--- config.mk ---
export PLATFORM = sky130hd
export DESIGN_NAME = hbu_unit
export DESIGN_NICKNAME = d
export VERILOG_FILES = /design/src/verilog/hbu_pkg.sv /design/src/verilog/hbu_unit.sv
export SDC_FILE = /design/constraint.sdc
export NUM_CORES = 1
export LEC_CHECK = 0
export CORE_MARGIN = 3
export CORE_UTILIZATION = 50
export CTS_BUF_LIST = sky130_fd_sc_hd__clkbuf_4
export CTS_CLUSTER_SIZE = 28
export DETAILED_ROUTE_END_ITERATION = 10
export DONT_BUFFER_PORTS = 1
export PLACE_DENSITY = 0.65
export SKIP_CTS_REPAIR_TIMING = 1
export SYNTH_ARGS = -nofsm -noshare
export SYNTH_HDL_FRONTEND = slang
export SYNTH_SLANG_ARGS = --single-unit
--- constraint.sdc ---
create_clock -name clk_i -period 6.8 [get_ports clk_i]
set_input_delay 0.34 -clock clk_i [delete_from_list [all_inputs] [get_ports clk_i]]
set_output_delay 0.34 -clock clk_i [all_outputs]
set_load 0.02 [all_outputs]
--- src/verilog/hbu_pkg.sv ---
// package of constants and carrier types for the hardware breakpoint unit
//
// Behaviour
// two instruction, two data 32-bit rw registers
// instruction break taken before target executes
// compare raw register values, no tag merge
// address bits 31:1, bit 1 ignored word mode
// bit 0 enables instruction comparator, reset disabled
// instruction hit writes entry cause 001
// control bit 8 selects mask or breakpoint
// bits 1:0 set access type of a
// bits 3:2 set type of b, unused masking
// mask bits excluded, only while a enabled
// b breakpoint matches independently of a
// fire on type match and any-byte address
// preload and coproc 7-10 ops never fire
// swap and swap byte count as stores
// unaligned access compared on aligned word
// data break after access, before next instruction
// data break writes entry cause 010
// data break link equals next pc plus 4
// soft break nop unless status bit 31 set
// software writes data regs only while disabled
// handler disables instruction break before return
// no instruction breaks while debug globally off; here instruction comparators ignore status bit 31
// monitor mode: data abort or prefetch abort
// both data comparators give one exception
// control reserved bits read zero, reset zero
package hbu_pkg;

  // ---------------------------------------------------------------
  // register map (word offsets chosen for this block)
  // ---------------------------------------------------------------
  localparam logic [3:0]  ADDR_IBRK_A    = 4'h0;
  localparam logic [3:0]  ADDR_IBRK_B    = 4'h1;
  localparam logic [3:0]  ADDR_DBRK_A    = 4'h2;
  localparam logic [3:0]  ADDR_DBRK_B    = 4'h3;
  localparam logic [3:0]  ADDR_DCTRL     = 4'h4;
  localparam logic [3:0]  ADDR_DSTAT     = 4'h5;
  localparam logic [3:0]  ADDR_LINK      = 4'h6;

  // ---------------------------------------------------------------
  // field positions and values
  // ---------------------------------------------------------------
  localparam int          IBRK_EN_BIT    = 0;
  localparam int          DCTRL_MODE_BIT = 8;
  localparam logic [31:0] DCTRL_WMASK    = 32'h0000010F;
  localparam logic [31:0] DCTRL_RESET    = 32'h00000000;
  localparam int          DSTAT_GE_BIT   = 31;
  localparam int          DSTAT_MON_BIT  = 30;
  localparam logic [31:0] DSTAT_WMASK    = 32'hC0000000;
  localparam logic [31:0] DSTAT_RESET    = 32'h00000000;
  localparam logic [2:0]  CAUSE_IBRK     = 3'h1;
  localparam logic [2:0]  CAUSE_DBRK     = 3'h2;
  localparam logic [2:0]  CAUSE_SBRK     = 3'h3;
  localparam logic [31:0] LINK_OFFSET    = 32'h00000004;
  localparam logic [31:0] WORD_ALIGN     = 32'hFFFFFFFC;
  localparam logic [31:0] HALF_ALIGN     = 32'hFFFFFFFE;
  localparam logic [3:0]  CP_OP_LO       = 4'h7;
  localparam logic [3:0]  CP_OP_HI       = 4'hA;

  // access type select encoding
  typedef enum logic [1:0] {
    ACC_OFF   = 2'b00,
    ACC_STORE = 2'b01,
    ACC_ANY   = 2'b10,
    ACC_LOAD  = 2'b11
  } hbu_acc_t;

  // one load/store from the pipeline
  typedef struct packed {
    logic        valid;
    logic        is_store;
    logic        is_swap;
    logic        is_preload;
    logic        is_cp_op;
    logic [3:0]  cp_reg;
    logic [1:0]  size_log2;
    logic [31:0] addr;
    logic [31:0] next_pc;
  } hbu_mem_t;

  // one fetch from the pipeline
  typedef struct packed {
    logic        valid;
    logic        compressed;
    logic        is_soft_brk;
    logic [31:0] addr;
  } hbu_fetch_t;

  // exception request to the core
  typedef struct packed {
    logic        take;
    logic        data_abort;
    logic        prefetch_abort;
    logic        halt_entry;
    logic [2:0]  cause;
    logic [31:0] link;
  } hbu_exc_t;

endpackage

--- src/verilog/hbu_unit.sv ---
// hardware breakpoint comparators, control registers and debug entry
//
// Chosen here: the strobed register port and the register addresses.
`timescale 1ns/1ps
module hbu_unit (
  input  wire logic                clk_i,
  input  wire logic                rstn_i,
  input  wire logic [3:0]          reg_addr_i,
  input  wire logic [31:0]         reg_wdata_i,
  input  wire logic                reg_wr_i,
  input  wire logic                reg_rd_i,
  output logic [31:0]              reg_rdata_o,
  input  wire hbu_pkg::hbu_fetch_t fetch_i,
  input  wire hbu_pkg::hbu_mem_t   mem_i,
  output logic                     fetch_block_o,
  output hbu_pkg::hbu_exc_t        exc_o,
  output logic [2:0]               entry_cause_o
);

  // ---------------------------------------------------------------
  // state
  // ---------------------------------------------------------------
  logic [31:0] instr_brk_reg_a;
  logic [31:0] instr_brk_reg_b;
  logic [31:0] data_brk_addr_a;
  logic [31:0] data_brk_addr_or_mask_b;
  logic [31:0] data_brk_control;
  logic [31:0] debug_ctrl_status;
  logic [31:0] link_save;
  logic [2:0]  entry_cause;
  logic [31:0] rdata;
  logic        fetch_block;
  hbu_pkg::hbu_exc_t exc;

  logic [31:0] next_instr_brk_reg_a;
  logic [31:0] next_instr_brk_reg_b;
  logic [31:0] next_data_brk_addr_a;
  logic [31:0] next_data_brk_addr_or_mask_b;
  logic [31:0] next_data_brk_control;
  logic [31:0] next_debug_ctrl_status;
  logic [31:0] next_link_save;
  logic [2:0]  next_entry_cause;
  logic [31:0] next_rdata;
  logic        next_fetch_block;
  hbu_pkg::hbu_exc_t next_exc;

  logic        ibrk_hit;
  logic        sbrk_hit;
  logic        dbrk_hit;
  logic        hit_a;
  logic        hit_b;
  logic        mask_mode;
  logic        eligible;
  logic        eff_store;
  logic [31:0] acc_lo;
  logic [31:0] acc_hi;

  // ---------------------------------------------------------------
  // helpers
  // ---------------------------------------------------------------
  // instruction compare; bit 0 is the enable, bit 1 dropped in word
  // mode so a word-aligned entry matches either halfword of the word
  function automatic logic ibrk_match(input logic [31:0] r,
                                      input logic [31:0] pc,
                                      input logic        half);
    logic [31:0] m;
    m = half ? hbu_pkg::HALF_ALIGN : hbu_pkg::WORD_ALIGN;
    ibrk_match = r[hbu_pkg::IBRK_EN_BIT] &&
                 ((r & m) == (pc & m));
  endfunction

  // access type filter against a two bit select
  function automatic logic acc_ok(input logic [1:0] sel,
                                  input logic       st);
    case (hbu_pkg::hbu_acc_t'(sel))
      hbu_pkg::ACC_STORE: acc_ok = st;
      hbu_pkg::ACC_ANY:   acc_ok = 1'b1;
      hbu_pkg::ACC_LOAD:  acc_ok = !st;
      default:            acc_ok = 1'b0;
    endcase
  endfunction

  // any byte in [lo,hi] equal to target under ignore mask; the
  // access never spans more than one word after alignment, so the
  // byte lane check reduces to word compare plus lane range
  function automatic logic addr_hit(input logic [31:0] tgt,
                                    input logic [31:0] ign,
                                    input logic [31:0] lo,
                                    input logic [31:0] hi);
    logic wmatch;
    wmatch = ((tgt[31:2] | ign[31:2]) == (lo[31:2] | ign[31:2]));
    addr_hit = wmatch &&
               ((tgt[1:0] | ign[1:0]) >= (lo[1:0] & ~ign[1:0])) &&
               ((tgt[1:0] & ~ign[1:0]) <= (hi[1:0] | ign[1:0]));
  endfunction

  // ---------------------------------------------------------------
  // comparators
  // ---------------------------------------------------------------
  always_comb begin
    mask_mode = data_brk_control[hbu_pkg::DCTRL_MODE_BIT];
    // preload hints and cache/tlb coprocessor ops never trap
    eligible  = mem_i.valid && !mem_i.is_preload &&
                !(mem_i.is_cp_op &&
                  mem_i.cp_reg >= hbu_pkg::CP_OP_LO &&
                  mem_i.cp_reg <= hbu_pkg::CP_OP_HI);
    eff_store = mem_i.is_store || mem_i.is_swap;
    // unaligned accesses are compared on their containing word
    acc_lo    = ((mem_i.addr[1:0] & ((2'b01 << mem_i.size_log2) - 2'b01))
                 != 2'b00) ? (mem_i.addr & hbu_pkg::WORD_ALIGN)
                           : mem_i.addr;
    acc_hi    = (mem_i.size_log2 >= 2'd2) ? (acc_lo | 32'h00000003)
                : (acc_lo + ((32'h00000001 << mem_i.size_log2)
                             - 32'h00000001));
    hit_a     = eligible &&
                acc_ok(data_brk_control[1:0], eff_store) &&
                addr_hit(data_brk_addr_a,
                         mask_mode ? data_brk_addr_or_mask_b
                                   : 32'h00000000,
                         acc_lo, acc_hi);
    hit_b     = eligible && !mask_mode &&
                acc_ok(data_brk_control[3:2], eff_store) &&
                addr_hit(data_brk_addr_or_mask_b, 32'h00000000,
                         acc_lo, acc_hi);
    dbrk_hit  = hit_a || hit_b;
    ibrk_hit  = fetch_i.valid &&
                (ibrk_match(instr_brk_reg_a, fetch_i.addr,
                            fetch_i.compressed) ||
                 ibrk_match(instr_brk_reg_b, fetch_i.addr,
                            fetch_i.compressed));
    sbrk_hit  = fetch_i.valid && fetch_i.is_soft_brk &&
                debug_ctrl_status[hbu_pkg::DSTAT_GE_BIT];
  end

  // ---------------------------------------------------------------
  // registers and exception next state
  // ---------------------------------------------------------------
  // data breaks outrank fetch breaks, matching core priority order
  always_comb begin
    next_instr_brk_reg_a         = instr_brk_reg_a;
    next_instr_brk_reg_b         = instr_brk_reg_b;
    next_data_brk_addr_a         = data_brk_addr_a;
    next_data_brk_addr_or_mask_b = data_brk_addr_or_mask_b;
    next_data_brk_control        = data_brk_control;
    next_debug_ctrl_status       = debug_ctrl_status;
    next_link_save               = link_save;
    next_entry_cause             = entry_cause;
    next_rdata                   = 32'h00000000;
    next_exc                     = '0;
    // fetch stall is combinational-free: held one cycle behind hit
    next_fetch_block             = ibrk_hit || sbrk_hit;

    if (reg_wr_i) begin
      case (reg_addr_i)
        hbu_pkg::ADDR_IBRK_A: next_instr_brk_reg_a = reg_wdata_i;
        hbu_pkg::ADDR_IBRK_B: next_instr_brk_reg_b = reg_wdata_i;
        hbu_pkg::ADDR_DBRK_A: next_data_brk_addr_a = reg_wdata_i;
        hbu_pkg::ADDR_DBRK_B: next_data_brk_addr_or_mask_b = reg_wdata_i;
        hbu_pkg::ADDR_DCTRL:
          next_data_brk_control = reg_wdata_i &
                                  hbu_pkg::DCTRL_WMASK;
        hbu_pkg::ADDR_DSTAT:
          next_debug_ctrl_status = reg_wdata_i & hbu_pkg::DSTAT_WMASK;
        default: ;
      endcase
    end

    if (reg_rd_i) begin
      case (reg_addr_i)
        hbu_pkg::ADDR_IBRK_A: next_rdata = instr_brk_reg_a;
        hbu_pkg::ADDR_IBRK_B: next_rdata = instr_brk_reg_b;
        hbu_pkg::ADDR_DBRK_A: next_rdata = data_brk_addr_a;
        hbu_pkg::ADDR_DBRK_B: next_rdata = data_brk_addr_or_mask_b;
        hbu_pkg::ADDR_DCTRL:  next_rdata = data_brk_control;
        hbu_pkg::ADDR_DSTAT:
          next_rdata = debug_ctrl_status | {29'h0, entry_cause};
        hbu_pkg::ADDR_LINK:   next_rdata = link_save;
        default:              next_rdata = 32'h00000000;
      endcase
    end

    if (dbrk_hit) begin
      // access already issued; core traps before the next instruction
      next_exc.take       = 1'b1;
      next_exc.cause      = hbu_pkg::CAUSE_DBRK;
      next_exc.link       = mem_i.next_pc + hbu_pkg::LINK_OFFSET;
      next_exc.data_abort = debug_ctrl_status[hbu_pkg::DSTAT_MON_BIT];
    end else if (ibrk_hit) begin
      next_exc.take       = 1'b1;
      next_exc.cause      = hbu_pkg::CAUSE_IBRK;
      next_exc.link       = fetch_i.addr + hbu_pkg::LINK_OFFSET;
      next_exc.prefetch_abort =
        debug_ctrl_status[hbu_pkg::DSTAT_MON_BIT];
    end else if (sbrk_hit) begin
      next_exc.take       = 1'b1;
      next_exc.cause      = hbu_pkg::CAUSE_SBRK;
      next_exc.link       = fetch_i.addr + hbu_pkg::LINK_OFFSET;
      next_exc.prefetch_abort =
        debug_ctrl_status[hbu_pkg::DSTAT_MON_BIT];
    end
    next_exc.halt_entry = next_exc.take &&
                          !debug_ctrl_status[hbu_pkg::DSTAT_MON_BIT];
    if (next_exc.take) begin
      next_entry_cause = next_exc.cause;
      next_link_save   = next_exc.link;
    end
  end

  // register update; address registers reset to zero, enables off
  always_ff @(posedge clk_i) begin
    if (!rstn_i) begin
      instr_brk_reg_a         <= 32'h00000000;
      instr_brk_reg_b         <= 32'h00000000;
      data_brk_addr_a         <= 32'h00000000;
      data_brk_addr_or_mask_b <= 32'h00000000;
      data_brk_control        <= hbu_pkg::DCTRL_RESET;
      debug_ctrl_status       <= hbu_pkg::DSTAT_RESET;
      link_save               <= 32'h00000000;
      entry_cause             <= 3'h0;
      rdata                   <= 32'h00000000;
      fetch_block             <= 1'b0;
      exc                     <= '0;
    end else begin
      instr_brk_reg_a         <= next_instr_brk_reg_a;
      instr_brk_reg_b         <= next_instr_brk_reg_b;
      data_brk_addr_a         <= next_data_brk_addr_a;
      data_brk_addr_or_mask_b <= next_data_brk_addr_or_mask_b;
      data_brk_control        <= next_data_brk_control;
      debug_ctrl_status       <= next_debug_ctrl_status;
      link_save               <= next_link_save;
      entry_cause             <= next_entry_cause;
      rdata                   <= next_rdata;
      fetch_block             <= next_fetch_block;
      exc                     <= next_exc;
    end
  end

  // ---------------------------------------------------------------
  // outputs
  // ---------------------------------------------------------------
  assign reg_rdata_o   = rdata;
  assign fetch_block_o = fetch_block;
  assign exc_o         = exc;
  assign entry_cause_o = entry_cause;

endmodule // hbu_unit

-- Word level (Yosys, flattened, before mapping)
Cells that the tools add are included.
- add/sub/neg operators: 5
- order comparisons: 7
- eq/ne operators: 16
- shift operators: 2
- mux-type cells: 15
- bitwise operators: 13
- reductions and logical operators: 39
- operators by type and width (kind ; number):
    $pmux W32 S7 ; 1
    $mux W34 ; 3
    $and A32 B32 Y32 ; 3
    $add A32 B3 Y32 const B ; 2
    $eq A32 B32 Y1 ; 2
    $eq A30 B30 Y1 ; 2
    $or A30 B30 Y30 ; 2
    $mux W32 ; 1
    $or A32 B3 Y32 ; 1
    $logic_and A1 B1 Y1 ; 19
    $reduce_and A2 Y1 ; 8
    $eq A4 B3 Y1 const B ; 3
    $eq A2 B2 Y1 const B ; 4
    $eq A4 B2 Y1 const B ; 2
    $and A2 B2 Y2 ; 3
    $mux W2 ; 3
    $pmux W1 S3 ; 2
    $logic_not A1 Y1 ; 5
    $mux W1 ; 5
    $eq A2 B1 Y1 const B ; 2
    $eq A4 B1 Y1 const B ; 1
    $ge A2 B2 Y1 ; 2
    $ge A4 B3 Y1 const B ; 1
    $le A2 B2 Y1 ; 2
    12 further kinds ; 18
- register bits after elaboration: 242
- input bits: 150
- output and inout bits: 75
- word-level logic and storage cells: 113

-- Depth between registers and ports, before layout
- word-level depth: 14
- depth in mapped cells: 16
- mapped depth without buffers: 14

-- Least setup slack after synthesis
Ideal clock, no wire load.
- kind: input -> register
- from: input mem_i[64] in the netlist's numbering
- to: register link_save[31]
- setup time: 0.120 ns
- arrival time: 3.017 ns
- required time: 6.680 ns
- slack: 3.663 ns
- stages on the path: 15
- path buffers: 1
- cells stage by stage: nor2_1 nand2_1 ha_1 xnor2_1 nor2_1 and2_1 ha_1 nor2b_1 a2bb2oi_1 nor4_1 nand4_1 o41ai_2 buf_2 nor3_1 a211o_1
- word-level cells in the longest chain between the ends: 13
- elaborated cells between the ends (all ways): 25
- classes of those cells: add/sub (3); order compare (5); shift (2); mux (4); bitwise (3); reduce/logical (8)
- ends and longest elaborated chain (what ; line ; RTL):
    start, declared ; hbu_unit.sv:14 ; input wire hbu_pkg::hbu_mem_t mem_i,
    $shl A1 B2 Y2 ; hbu_unit.sv:109, hbu_unit.sv:113 ;
    $sub A2 B1 Y2 ; hbu_unit.sv:109, hbu_unit.sv:114 ;
    $and A2 B2 Y2 ; hbu_unit.sv:109 ; acc_lo = ((mem_i.addr[1:0] & ((2'b01 << mem_i.size_log2) - 2'b01))
    $reduce_bool A2 Y1 ; hbu_unit.sv:109 ;
    $mux W2 ; hbu_unit.sv:110 ; != 2'b00) ? (mem_i.addr & hbu_pkg::WORD_ALIGN)
    $add A2 B2 Y2 ; hbu_unit.sv:113 ; : (acc_lo + ((32'h00000001 << mem_i.size_log2)
    $mux W2 ; hbu_unit.sv:112 ; acc_hi = (mem_i.size_log2 >= 2'd2) ? (acc_lo | 32'h00000003)
    $or A2 B2 Y2 ; hbu_unit.sv:94 ; ((tgt[1:0] & ~ign[1:0]) <= (hi[1:0] | ign[1:0]));
    $le A2 B2 Y1 ; hbu_unit.sv:94 ;
    $logic_and A1 B1 Y1 ; hbu_unit.sv:93 ; ((tgt[1:0] | ign[1:0]) >= (lo[1:0] & ~ign[1:0])) &&
    $logic_and A1 B1 Y1 ; hbu_unit.sv:116 ; acc_ok(data_brk_control[1:0], eff_store) &&
    $logic_or A1 B1 Y1 * ; hbu_unit.sv:125 ; dbrk_hit = hit_a || hit_b;
    $mux W34 or $mux W1 (tied branches) ; hbu_unit.sv:182 ; if (dbrk_hit) begin
    end signal, assigned ; hbu_unit.sv:230 ; link_save <= next_link_save;
    end, declared ; hbu_unit.sv:29 ; logic [31:0] link_save;
Every way passes the cells marked *; elsewhere a longest branch is shown, timed or not.
A chain may end at the register's enable or synchronous reset.

-- Worst setup path in the final report
- from: register data_brk_control[8]
- to: register exc (netlist bit exc_o[1])
- word-level cells in the longest chain between the ends: 9
- elaborated cells between the ends (all ways): 20
- classes of those cells: order compare (2); eq/ne (1); mux (2); bitwise (7); reduce/logical (8)
- ends and longest elaborated chain (what ; line ; RTL):
    start, declared ; hbu_unit.sv:27 ; logic [31:0] data_brk_control;
    start signal, assigned ; hbu_unit.sv:216 ; data_brk_control <= hbu_pkg::DCTRL_RESET;
    start signal, assigned ; hbu_unit.sv:228 ; data_brk_control <= next_data_brk_control;
    branches (longest 7 deep; another with $mux W32) ; - ;
    $logic_or A1 B1 Y1 * ; hbu_unit.sv:125 ;
    $mux W34 * ; hbu_unit.sv:182 ;
    end signal, assigned ; hbu_unit.sv:234 ; exc <= next_exc;
    end, declared ; hbu_unit.sv:33 ; hbu_pkg::hbu_exc_t exc;
Every way passes the cells marked *.

==> results.json <==
{
  "status": "finished with violations",
  "failed_checks": "hold timing",
  "htree_levels": 2,
  "number_of_distinct_standard_cells_referenced_by_the_synthesized_netlist": 64,
  "max_slew_margin": 0.1563,
  "grt_usage": 0.3284,
  "p_leak_nw": 4.924,
  "layout.nets": 1728,
  "highest_layer": "met4",
  "first_pass_grt_wire_length_um": 65810,
  "synth_seq_area_share": 0.3960,
  "fillers": 2314,
  "core_sq_um": 23680,
  "wl_met3_um": 4620,
  "netlist_area_sq_um": 12130,
  "layout.core_utilization": 0.5814,
  "synth-edff-count": 0,
  "clock_tree_root_driver_cell": "clkbuf_4",
  "gr-total-overflow": 0,
  "power.density_cell_area_nw_per_um2": 214.2,
  "stdcell_count": 1939,
  "worst_ep_arrival_time_ps": 4820,
  "route.detailed.drc": 0,
  "holdWs_ps": -14.24,
  "synth.avg_cell_area_sq_um": 7.988,
  "crit_path_max_incr_delay_ps": 920,
  "insertion_delay_ps": 720,
  "count_of_warnings_emitted_by_yosys": 0,
  "hpwl_um": 34130,
  "tritoncts": "yes",
  "post-route-period-util": 0.6120,
  "tritonroute_pass_1_iters": 5,
  "synth_top_flop_cell": "dfxtp_1",
  "antenna_found_initial": 2,
  "route.vias.total": 11860,
  "path_cells": "nand2_1, and2_1, ha_1, nor2b_1, a2bb2oi_1, nor4_1, nand4_1, o41a_2, nor2_1, a22o_1, dlygate4sd3_1",
  "cts.path.max_buffers": 3,
  "die_height_um": 161.8,
  "timing.setup.tns_ps": 0,
  "crit_type": "reg2reg",
  "grt_pass1_vias": 10810,
  "wirelength_met1_um": 18810,
  "area_of_the_multi_input_gates_sq_um": 6865,
  "hold_violations": 4,
  "maxcap_viol_count": 0,
  "met2RoutedLength_um": 21710,
  "layout.area.seq_sq_um": 4805,
  "drive_above_1_share": 0.07926,
  "placed_cells": 1752,
  "cts-buffers-inserted": 61,
  "wirelength_um": 46550,
  "dieArea_sq_um": 26170,
  "critical_path.max_fanout": 48,
  "globalplace.congestion": 0.9630,
  "cts.sink_count": 240,
  "first_iter_violations": 1316,
  "mostFrequentLayoutCell": "nand2_1",
  "layout_common_cells": "338 x nand2_1, 240 x dfxtp_1, 149 x a21oi_1",
  "avgRoutedWirePerCell_um": 24.00,
  "unrepaired_setup_endpoints_after_global_routing": "false",
  "finClkSkew_ps": 31.58,
  "worst-path-buf-inv": 1,
  "start_util": 0.5124,
  "critical_path.startpoint_type": "register",
  "vias_per_cell": 6.117,
  "io-pin-count": 225,
  "critical_path_required_ps": 7450,
  "grt_start_max_net_pins": 90,
  "async_flop_share": 0,
  "min_period_ps": 4161,
  "setup.worst_path.end_class": "register",
  "hold_class": "in2reg",
  "synth_top_cell_by_area": "dfxtp_1",
  "timing_worst_slew_pin_value_ps": 1262,
  "crit_slowest_cell": "o41a_2",
  "placement.io_buffers": 0,
  "synth_top_cells_by_area": "dfxtp_1 40%, nand2_1 10%, xor2_1 8.1%",
  "rows": 56,
  "ant_nets": 0,
  "area_growth_syn_to_layout_pct": 13.47,
  "synth_largest_type_area_fraction": 0.3960,
  "clk_pin_slew_worst_paths_ps": 70,
  "die-width_um": 161.8,
  "postSynthRegisterBits": 240,
  "max_freq_mhz": 240.3,
  "report.final.slew_viol_count": 0,
  "setup_viol": 0,
  "max-vdd-ir-drop_mv": 0.1556,
  "total_power_w": 0.002950,
  "cpLargestDelayFamily": "simple AND/OR/NAND/NOR gates",
  "netlist_instances": 1519
}
area by class of cell:
type	instances	area share
clock buffers	77	0.04198
flip-flops and latches	240	0.3490
multi-input cells	1162	0.4986
diodes	5	0.0009088
well taps	319	0.02899
inverters	15	0.004271
repair buffers	87	0.06034
clock inverters	34	0.01590
per-layer routing:
layer	GRT usage	vias up
li1	-	5458
met1	0.4271	5644
met2	0.5254	657
met3	0.1030	102
met4	0.09849	0
met5	0	-
synth_stat cells (all sizes together), types with 31 or more instances:
library cell and instances:
dfxtp 240, a22oi 67, nand4 31, nand3 36, xor2 113, nand2 338
a21oi 149, a31oi 33, xnor2 67, nor3 51, nor2 53, nor4 41
clkbuf 84
worst register-to-register path, cell delays in order, from the launching register on:
cell and delay (ps):
dfxtp_1 670, nand2_1 200, and2_1 210, ha_1 290
nor2b_1 130, a2bb2oi_1 140, nor4_1 210, nand4_1 270
o41a_2 920, nor2_1 350, a22o_1 170, dlygate4sd3_1 560
path summary, 6_finish.rpt:
kind / from / to / slack, ps / depth (start not counted)
worst min register to register: link_save[14] / link_save[14] / 480 / 1
worst max-delay path: data_brk_control[8] / exc_o[1] / 2640 / 11
worst max register to register: data_brk_control[8] / exc_o[1] / 2640 / 11
worst min-delay path: fetch_i[7] / link_save[7] / -10 / 3
registers in the layout, summed over array words and instances, names as in the netlist:
name / count
data_brk_addr_a: 32
data_brk_control: 5
exc_o: 38
fetch_block_o: 1
instr_brk_reg_b: 32
link_save: 32
data_brk_addr_or_mask_b: 32
entry_cause_o: 2
debug_ctrl_status: 2
instr_brk_reg_a: 32
reg_rdata_o: 32
per-stage QoR:
| stage | instance area (sq um) | setup WS [ps] |
|---|---|---|
| floorplan | 12140 | 3663 |
| CTS | 13050 | 2897 |
| global route | 13760 | 2380 |
| detailed placement | 12250 | 2819 |
| finish | 13770 | 2639 |
| global placement | 12250 | 2911 |
report_power, final:
group,internal [W],switching [W]
clock network,0.000653,0.000627
registers,0.00142,0.0000152
logic,0.0000913,0.000147
cells by family (layout without fill, tap and decap cells):
kind of cell | Yosys count | count (layout) | share of synthesized area
AND/OR/NAND/NOR | 639 | 639 | 0.2474
AO/OA/AOI/OAI | 322 | 322 | 0.1662
flip-flops | 240 | 240 | 0.3960
XOR/XNOR | 180 | 180 | 0.1305
buffers and inverters | 118 | 213 | 0.04155
adder cells (fa/ha/maj) | 11 | 11 | 0.01134
multiplexers | 8 | 8 | 0.006703
other | 1 | 7 | 0.0003090
(Power assumes the default switching activity.)
